<file path="src/include/mac_rx_filt_pkg.sv">
// package: register map, field layout, carriers and state encodings for the rx filter and tx kick block
package mac_rx_filt_pkg;

	//////////////////////////////////////////////////////////////////////////////
	// register offsets (byte addresses)
	localparam logic [7:0] OFS_RX_CTRL  = 8'h04;
	localparam logic [7:0] OFS_TX_KICK  = 8'h08;
	localparam logic [7:0] OFS_HASH0    = 8'h20;
	localparam logic [7:0] OFS_HASH1    = 8'h24;
	localparam logic [7:0] OFS_STA_LO   = 8'h30;
	localparam logic [7:0] OFS_STA_HI   = 8'h34;
	localparam logic [7:0] OFS_STATUS   = 8'h38;

	//////////////////////////////////////////////////////////////////////////////
	// receive control field positions and width, and the group bit of the destination address
	localparam int BIT_RX_DMA_ENABLE   = 0;
	localparam int BIT_HASH_ENABLE     = 1;
	localparam int BIT_PROMISCUOUS     = 2;
	localparam int BIT_PASS_ERRORS     = 3;
	localparam int BIT_STATION_UNICAST = 4;
	localparam int BIT_ALL_MULTICAST   = 5;
	localparam int BIT_BROADCAST       = 6;
	localparam int RX_CTRL_WIDTH       = 7;
	localparam int GROUP_BIT           = 40;

	// reset values and the broadcast address
	localparam logic [6:0]  RX_CTRL_RESET = 7'h00;
	localparam logic [31:0] WORD_RESET    = 32'h0000_0000;
	localparam logic [47:0] STA_RESET     = 48'h0000_0000_0000;
	localparam logic [47:0] BCAST_ADDR    = 48'hFFFF_FFFF_FFFF;

	//////////////////////////////////////////////////////////////////////////////
	// carriers
	typedef struct packed {
		logic        wr;
		logic        rd;
		logic [7:0]  addr;
		logic [31:0] wdata;
	} reg_req_t;

	typedef struct packed {
		logic [31:0] data;
		logic        sof;
		logic        eof;
		logic [47:0] da;
		logic [5:0]  hash;
		logic        runt;
		logic        oversize;
		logic        crc_err;
	} rx_beat_t;

	typedef struct packed {
		logic [31:0] data;
		logic        sof;
		logic        eof;
		logic        err;
		logic        drop;
	} rx_word_t;

	//////////////////////////////////////////////////////////////////////////////
	// state encodings
	typedef enum logic [1:0] {
		RX_STOPPED = 2'b00,
		RX_RUNNING = 2'b01,
		RX_DRAIN   = 2'b10
	} rx_state_t;

	typedef enum logic [1:0] {
		TX_STOPPED   = 2'b00,
		TX_SUSPENDED = 2'b01,
		TX_RUNNING   = 2'b10
	} tx_state_t;

endpackage

</file>
<file path="src/rtl/mac_rx_filter_and_tx_kick.sv">
// receive address filter, receive DMA run/stop control and transmit start command
`timescale 1ns/1ps
module mac_rx_filter_and_tx_kick #(
	parameter int FIFO_DEPTH = 32
) (
	input  wire logic                        clk,
	input  wire logic                        sys_rst,
	input  wire mac_rx_filt_pkg::reg_req_t   reg_req,
	output logic                             reg_ack,
	output logic [31:0]                      reg_rdata,
	input  wire logic                        rx_valid,
	output logic                             rx_ready,
	input  wire mac_rx_filt_pkg::rx_beat_t   rx_beat,
	output logic                             out_valid,
	input  wire logic                        out_ready,
	output mac_rx_filt_pkg::rx_word_t        out_word,
	input  wire logic                        tx_desc_avail,
	output logic                             tx_fetch,
	output mac_rx_filt_pkg::tx_state_t       tx_state,
	output mac_rx_filt_pkg::rx_state_t       rx_state
);
	localparam int WORD_W = $bits(mac_rx_filt_pkg::rx_word_t);

	//////////////////////////////////////////////////////////////////////////////
	// helpers

	function automatic logic hash_hit(input logic [63:0] table64, input logic [5:0] crc6);
		hash_hit = table64[crc6];
	endfunction

	function automatic logic frame_err(input mac_rx_filt_pkg::rx_beat_t b);
		frame_err = b.runt || b.oversize || b.crc_err;
	endfunction

	function automatic logic addr_accept(
		input logic [6:0]  ctl,
		input logic [47:0] da,
		input logic [5:0]  crc6,
		input logic [47:0] station,
		input logic [63:0] table64
	);
		logic bcast;
		logic mcast;
		bcast = (da == mac_rx_filt_pkg::BCAST_ADDR);
		mcast = da[mac_rx_filt_pkg::GROUP_BIT];
		addr_accept = ctl[mac_rx_filt_pkg::BIT_PROMISCUOUS]
			|| (bcast && ctl[mac_rx_filt_pkg::BIT_BROADCAST])
			|| (mcast && ctl[mac_rx_filt_pkg::BIT_ALL_MULTICAST])
			|| (!mcast && ctl[mac_rx_filt_pkg::BIT_STATION_UNICAST] && da == station)
			|| (mcast && ctl[mac_rx_filt_pkg::BIT_HASH_ENABLE] && hash_hit(table64, crc6));
	endfunction

	//////////////////////////////////////////////////////////////////////////////
	// register file

	logic [6:0]  rx_ctrl;
	logic [31:0] hash0;
	logic [31:0] hash1;
	logic [47:0] station;
	logic        tx_kick;
	logic [6:0]  next_rx_ctrl;
	logic [31:0] next_hash0;
	logic [31:0] next_hash1;
	logic [47:0] next_station;
	logic        next_tx_kick;
	logic [31:0] next_rdata;

	always_comb begin
		next_rx_ctrl = rx_ctrl;
		next_hash0   = hash0;
		next_hash1   = hash1;
		next_station = station;
		next_tx_kick = 1'b0;
		if (reg_req.wr) begin
			case (reg_req.addr)
				mac_rx_filt_pkg::OFS_RX_CTRL: next_rx_ctrl = reg_req.wdata[6:0];
				mac_rx_filt_pkg::OFS_TX_KICK: next_tx_kick = 1'b1;
				mac_rx_filt_pkg::OFS_HASH0:   next_hash0 = reg_req.wdata;
				mac_rx_filt_pkg::OFS_HASH1:   next_hash1 = reg_req.wdata;
				mac_rx_filt_pkg::OFS_STA_LO:  next_station[31:0] = reg_req.wdata;
				mac_rx_filt_pkg::OFS_STA_HI:  next_station[47:32] = reg_req.wdata[15:0];
				default: ;
			endcase
		end
		next_rdata = mac_rx_filt_pkg::WORD_RESET;
		if (reg_req.rd) begin
			case (reg_req.addr)
				mac_rx_filt_pkg::OFS_RX_CTRL: next_rdata = {25'h0, rx_ctrl};
				mac_rx_filt_pkg::OFS_HASH0:   next_rdata = hash0;
				mac_rx_filt_pkg::OFS_HASH1:   next_rdata = hash1;
				mac_rx_filt_pkg::OFS_STA_LO:  next_rdata = station[31:0];
				mac_rx_filt_pkg::OFS_STA_HI:  next_rdata = {16'h0, station[47:32]};
				mac_rx_filt_pkg::OFS_STATUS:  next_rdata = {28'h0, tx_state, rx_state};
				default:                      next_rdata = mac_rx_filt_pkg::WORD_RESET;
			endcase
		end
	end

	// the kick write is never stored, only turned into a one-cycle pulse
	always_ff @(posedge clk) begin
		if (sys_rst) begin
			rx_ctrl   <= mac_rx_filt_pkg::RX_CTRL_RESET;
			hash0     <= mac_rx_filt_pkg::WORD_RESET;
			hash1     <= mac_rx_filt_pkg::WORD_RESET;
			station   <= mac_rx_filt_pkg::STA_RESET;
			tx_kick   <= 1'b0;
			reg_ack   <= 1'b0;
			reg_rdata <= mac_rx_filt_pkg::WORD_RESET;
		end else begin
			rx_ctrl   <= next_rx_ctrl;
			hash0     <= next_hash0;
			hash1     <= next_hash1;
			station   <= next_station;
			tx_kick   <= next_tx_kick;
			reg_ack   <= reg_req.wr || reg_req.rd;
			reg_rdata <= next_rdata;
		end
	end

	//////////////////////////////////////////////////////////////////////////////
	// receive run/stop and frame filtering

	logic                       in_frame;
	logic                       keep;
	logic                       next_in_frame;
	logic                       next_keep;
	mac_rx_filt_pkg::rx_state_t next_rx_state;
	logic                       beat_taken;
	logic                       keep_beat;
	logic                       beat_err;
	mac_rx_filt_pkg::rx_word_t  push_word;
	logic                       fifo_in_ready;

	assign beat_taken = rx_valid && fifo_in_ready;
	assign rx_ready   = fifo_in_ready;

	always_comb begin
		next_in_frame = in_frame;
		next_keep     = keep;
		keep_beat     = keep;
		if (beat_taken && rx_beat.sof) begin
			// a new frame is only admitted while running; the drain state finishes the old one
			keep_beat = (rx_state == mac_rx_filt_pkg::RX_RUNNING)
				&& addr_accept(rx_ctrl, rx_beat.da, rx_beat.hash, station, {hash1, hash0});
			next_keep     = keep_beat;
			next_in_frame = 1'b1;
		end
		if (beat_taken && rx_beat.eof) begin
			next_in_frame = 1'b0;
			next_keep     = 1'b0;
		end
		beat_err       = rx_beat.eof && frame_err(rx_beat);
		push_word.data = rx_beat.data;
		push_word.sof  = rx_beat.sof;
		push_word.eof  = rx_beat.eof;
		push_word.err  = beat_err;
		// downstream rewinds a frame marked drop; only the eof word carries the mark, earlier words may already have left the buffer
		push_word.drop = beat_err && !rx_ctrl[mac_rx_filt_pkg::BIT_PASS_ERRORS];

		next_rx_state = rx_state;
		case (rx_state)
			mac_rx_filt_pkg::RX_STOPPED: begin
				if (rx_ctrl[mac_rx_filt_pkg::BIT_RX_DMA_ENABLE]) begin
					next_rx_state = mac_rx_filt_pkg::RX_RUNNING;
				end
			end
			mac_rx_filt_pkg::RX_RUNNING: begin
				if (!rx_ctrl[mac_rx_filt_pkg::BIT_RX_DMA_ENABLE]) begin
					next_rx_state = next_in_frame ? mac_rx_filt_pkg::RX_DRAIN : mac_rx_filt_pkg::RX_STOPPED;
				end
			end
			mac_rx_filt_pkg::RX_DRAIN: begin
				if (!next_in_frame) begin
					next_rx_state = mac_rx_filt_pkg::RX_STOPPED;
				end
			end
			default: next_rx_state = mac_rx_filt_pkg::RX_STOPPED;
		endcase
	end

	always_ff @(posedge clk) begin
		if (sys_rst) begin
			in_frame <= 1'b0;
			keep     <= 1'b0;
			rx_state <= mac_rx_filt_pkg::RX_STOPPED;
		end else begin
			in_frame <= next_in_frame;
			keep     <= next_keep;
			rx_state <= next_rx_state;
		end
	end

	rx_word_fifo #(
		.WIDTH (WORD_W),
		.DEPTH (FIFO_DEPTH)
	) u_fifo (
		.clk       (clk),
		.sys_rst   (sys_rst),
		.in_valid  (beat_taken && keep_beat),
		.in_ready  (fifo_in_ready),
		.in_data   (push_word),
		.out_valid (out_valid),
		.out_ready (out_ready),
		.out_data  (out_word)
	);

	//////////////////////////////////////////////////////////////////////////////
	// transmit start command

	mac_rx_filt_pkg::tx_state_t next_tx_state;

	always_comb begin
		next_tx_state = tx_state;
		case (tx_state)
			mac_rx_filt_pkg::TX_RUNNING: begin
				if (!tx_desc_avail) begin
					next_tx_state = mac_rx_filt_pkg::TX_SUSPENDED;
				end
			end
			mac_rx_filt_pkg::TX_STOPPED,
			mac_rx_filt_pkg::TX_SUSPENDED: begin
				if (tx_kick) begin
					next_tx_state = tx_desc_avail ? mac_rx_filt_pkg::TX_RUNNING
						: mac_rx_filt_pkg::TX_SUSPENDED;
				end
			end
			default: next_tx_state = mac_rx_filt_pkg::TX_STOPPED;
		endcase
	end

	always_ff @(posedge clk) begin
		if (sys_rst) begin
			tx_state <= mac_rx_filt_pkg::TX_STOPPED;
			tx_fetch <= 1'b0;
		end else begin
			tx_state <= next_tx_state;
			tx_fetch <= (next_tx_state == mac_rx_filt_pkg::TX_RUNNING);
		end
	end
endmodule // mac_rx_filter_and_tx_kick

</file>
<file path="src/rtl/rx_word_fifo.sv">
// flip-flop FIFO with registered output stage and registered not-full
`timescale 1ns/1ps
module rx_word_fifo #(
	parameter int WIDTH = 36,
	parameter int DEPTH = 32
) (
	input  wire logic             clk,
	input  wire logic             sys_rst,
	input  wire logic             in_valid,
	output logic                  in_ready,
	input  wire logic [WIDTH-1:0] in_data,
	output logic                  out_valid,
	input  wire logic             out_ready,
	output logic      [WIDTH-1:0] out_data
);
	localparam int AW = $clog2(DEPTH);

	logic [WIDTH-1:0] mem [DEPTH];
	logic [AW-1:0]    wr_ptr;
	logic [AW-1:0]    rd_ptr;
	logic [AW:0]      count;
	logic [AW-1:0]    next_wr_ptr;
	logic [AW-1:0]    next_rd_ptr;
	logic [AW:0]      next_count;
	logic             next_out_valid;
	logic [WIDTH-1:0] next_out_data;
	logic             push;
	logic             pop;

	//////////////////////////////////////////////////////////////////////////////
	// the output register refills from storage whenever it is empty or being taken
	always_comb begin
		push           = in_valid && in_ready;
		pop            = (count != '0) && (!out_valid || out_ready);
		next_wr_ptr    = push ? AW'(wr_ptr + 1'b1) : wr_ptr;
		next_rd_ptr    = pop ? AW'(rd_ptr + 1'b1) : rd_ptr;
		next_count     = (AW+1)'(count + {{AW{1'b0}}, push} - {{AW{1'b0}}, pop});
		next_out_valid = pop ? 1'b1 : (out_valid && !out_ready);
		next_out_data  = pop ? mem[rd_ptr] : out_data;
	end

	always_ff @(posedge clk) begin
		if (sys_rst) begin
			wr_ptr    <= '0;
			rd_ptr    <= '0;
			count     <= '0;
			in_ready  <= 1'b1;
			out_valid <= 1'b0;
			out_data  <= '0;
		end else begin
			wr_ptr    <= next_wr_ptr;
			rd_ptr    <= next_rd_ptr;
			count     <= next_count;
			in_ready  <= (next_count != (AW+1)'(DEPTH));
			out_valid <= next_out_valid;
			out_data  <= next_out_data;
		end
	end

	// storage has no reset: contents are only read after being written
	always_ff @(posedge clk) begin
		if (push) begin
			mem[wr_ptr] <= in_data;
		end
	end

endmodule // rx_word_fifo

</file>
<file path="config.mk">
export PLATFORM = sky130hd
export DESIGN_NAME = mac_rx_filter_and_tx_kick
export DESIGN_NICKNAME = d
export VERILOG_FILES = /design/src/include/mac_rx_filt_pkg.sv /design/src/rtl/mac_rx_filter_and_tx_kick.sv /design/src/rtl/rx_word_fifo.sv
export SDC_FILE = /design/constraint.sdc
export NUM_CORES = 2
export LEC_CHECK = 0
export BUFFER_PORTS_ARGS = -buffer_cell sky130_fd_sc_hd__buf_2
export CORE_ASPECT_RATIO = 0.6
export CORE_MARGIN = 2
export CORE_UTILIZATION = 55
export DETAILED_ROUTE_END_ITERATION = 12
export GPL_ROUTABILITY_DRIVEN = 1
export PLACE_DENSITY = 0.81
export SYNTH_ARGS = -nofsm -noshare
export SYNTH_HDL_FRONTEND = slang
export SYNTH_SLANG_ARGS = --single-unit
</file>
<file path="constraint.sdc">
create_clock -name clk -period 9 [get_ports clk]
set_input_delay 1.35 -clock clk [delete_from_list [all_inputs] [get_ports clk]]
set_output_delay 1.35 -clock clk [all_outputs]
set_load 0.05 [all_outputs]
</file>
==> summary.txt <==
Run
  – Max cap viols: 0

Synth
  – Mapped Area: 52,800 um^2
  – Share of synthesized flip-flops with an asynchronous set or reset: 0
  – Synth Area in Compound Gates: 0.0310
  – Mapped Cells: 2,757
  – Synth Warn #: 0
  – Seq cells post-synth: 1,366
  – Simple-Gate Fraction of Synth Area: 0.0375
  – Multiplexer area fraction after synthesis: 0.170
  – Largest family of logic cells by synthesized area: multiplexers
  – Dominant cell type by area after synthesis: edfxtp_1
  – Mapped Nets: 2,909
  – Post-Synth XOR/XNOR Area: 0.00862
  – Most frequent cell after synthesis: edfxtp_1
  – Number of library cell types mapped by synthesis: 53
  – Top cells by count, synth: 1,152 x edfxtp_1, 362 x mux4_2, 235 x nand2_1, 214 x dfxtp_1, 138 x a21oi_1
  – Mean post-synth cell area: 19.2 um^2
  – Number of synthesized flops with an enable pin: 1,152
  – Area contributors post-synth: edfxtp_1 65%, mux4_2 15%, dfxtp_1 8.1%, nand2_1 1.7%, a21oi_1 1.3%
  – Seq/Total Area, Yosys: 0.736
  – Area share of the largest cell type after synthesis: 0.655
  – Top_reg_cell synth: edfxtp_1
  – Adder-cell area share of the yosys netlist: 0.00346

Detailed routing
  – Detailed-route DRC error count: 0
  – Final antenna-violating net count: 0
  – Vias: 29,300
  – Routed wire length: 147,000 um
  – Avg WL per Cell: 34.0 um
  – First drt pass iteration count: 6
  – DR vias/cell: 6.79
  – Drt initial violations: 4,973

Power and ir drop
  – Leakage: 18.4 nW
  – PD cells: 264 nW/um^2
  – Max IR drop VDD: 0.204 mV

Setup path
  – CP Class: input pin to flip-flop
  – RR Startpoint: station[6]
  – Critical Path AT: 5220 ps
  – CP endpoint kind: flip-flop
  – R2R Setup Slk: 4360 ps
  – WP data required: 9310 ps
  – Worst-case reg-to-reg path depth: 8
  – CP startpoint kind: input pin
  – Reg-to-Reg End: u_fifo.mem[25][1]
  – Worst-path maximum fanout: 36

Min path
  – Hold Crit Class: flip-flop to flip-flop
  – Worst Hold End: keep
  – Hold Crit Depth: 2
  – Hold Startpoint: keep

Clock tree
  – Worst-Skew Late Latency: 740 ps
  – Clock Pin Slew Worst Setup and Hold Paths: 70 ps
  – Clk sinks: 1,366
  – CTS max path bufs: 3
  – Num CTS Buffers: 115
  – Post-CTS Setup Bufs: 0
  – CTS Hold Buffers Added: 0
  – # H-tree levels: 3
  – Clock root cell: clkbuf_16
  – Gates resized, CTS repair: 0
  – TritonCTS clock tree: done

GRT
  – Total GRT Usage: 0.299
  – First-pass GRT wire length: 208,000 um
  – Pin count of the biggest net entering global routing: 168
  – Initial antenna violation count: 14
  – Number of global-route vias before repair: 27,900
  – Grt ovf: 0

Floorplan
  – Initial Util: 0.558
  – Die area: 98,600 um^2
  – FP Rows: 87
  – Ports: 214
  – Die Y: 244 um
  – Die width: 404 um
  – Core Region: 94,600 um^2

Cells and area
  – Share of cells above drive strength 1: 0.275
  – Final Util: 0.628
  – Fin nets: 3,119
  – Area grow syn2layout: 12.5%
  – Fillers: 6,226

STA
  – Crit path time final: 4920 ps
  – Slew HR: 0.0851
  – Least-Margin Pin Slew: 1370 ps
  – Fmax: 203 MHz
  – Clock skew: 47.8 ps
  – Final hold violation count: 0
  – Setup TNS Final: 0 ps
  – Fin crit share: 0.546
  – RSZ-0062 raised after global routing: no
  – Slew Limit Fails: 0
  – Setup violators final: 0

Status
  – Status: finished clean

Place
  – I/O Buffers: 213
  – DP HPWL: 89,100 um
  – GP Congestion: 0.980
per-layer routing:
layer / wire [um] / vias up / track usage
met1: 57400 / 15300 / 0.464
met4: 2990 / 4 / 0.0634
met3: 20100 / 200 / 0.0734
met2: 66300 / 2231 / 0.434
met5: 26 / - / 0
li1: - / 11600 / -
critical path, stage by stage:
cell,delay [ps]
buf_2,110
xor2_1,130
nor4_1,500
nand4_1,240
nor3_1,180
a41oi_1,320
o211ai_4,500
nand2_1,610
nor2_4,1180
power by group:
part | internal [mW] | switching [mW]
logic | 1.50 | 1.95
registers | 6.94 | 0.136
clock network | 2.86 | 2.31
total | 11.3 | 4.40
stage by stage:
step | hold slack [ps] | total power, mW | setup WS, ps | std cells | cell area, um^2
finish | 467 | 15.7 | 4080 | 4317 | 59400
CTS | 463 | 15.7 | 4130 | 4308 | 59300
detailed placement | 453 | 10.6 | 3410 | 4092 | 55400
global route | 497 | 16.1 | 4010 | 4315 | 59400
global placement | 442 | 10.6 | 3520 | 4092 | 55400
floorplan | 432 | 9.50 | 4130 | 2757 | 52800
cells in the final DEF (no fill, tap or decap), types with 23 or more instances in the layout:
cell / count
nor2_1: 86
nand3_1: 27
a211oi_1: 37
dfxtp_1: 209
nand2_1: 235
edfxtp_1: 1152
mux2i_1: 51
buf_4: 35
clkinv_1: 23
a22oi_1: 33
nor2_4: 32
xor2_1: 33
clkbuf_16: 116
mux4_2: 362
nand4_1: 25
a21oi_1: 138
buf_2: 212
layout make-up:
cell class	instances	area, um^2	area share
Tap cell	1246	1560	0.0262
Inverter	20	75.1	0.00126
Multi-Input combinational cell	1209	13500	0.227
Clock inverter	79	891	0.0150
Antenna cell	5	12.5	0.000211
Timing Repair Buffer	255	1480	0.0248
Clock buffer	137	3000	0.0505
Sequential cell	1366	38900	0.655
state kept, by name (all words and copies together), names as in the netlist, 5 cells and up:
register,cells
hash0,32
hash1,32
reg_rdata,32
rx_ctrl,7
station,48
u_fifo.count,6
u_fifo.mem,1152
u_fifo.out_data,36
u_fifo.rd_ptr,5
u_fifo.wr_ptr,5
worst max path at each step:
stage	from	end	slack, ps	cells after the start
after global placement	rx_beat[15]	u_fifo.mem[10][1]	3520	9
final	rx_beat[15]	u_fifo.mem[25][1]	4080	9
after global routing	rx_beat[15]	u_fifo.mem[25][1]	4010	9
after detailed placement	rx_beat[15]	u_fifo.mem[0][28]	3410	9
after CTS	rx_beat[15]	u_fifo.mem[1][18]	4130	9
after floorplan	rx_beat[3]	u_fifo.mem[29][0]	4130	9
logic make-up (layout without fill, tap and decap cells):
kind of cell | count (synthesis) | after routing
xor gates and xnor gates | 52 | 52
other | 0 | 5
muxes | 428 | 428
buffers and inverters | 182 | 491
adders and majority gates | 14 | 14
and+or+nand+nor | 460 | 460
AOI/OAI and AO/OA | 255 | 255
DFF | 1366 | 1366
No activity file was read; power rests on OpenSTA's default activity.
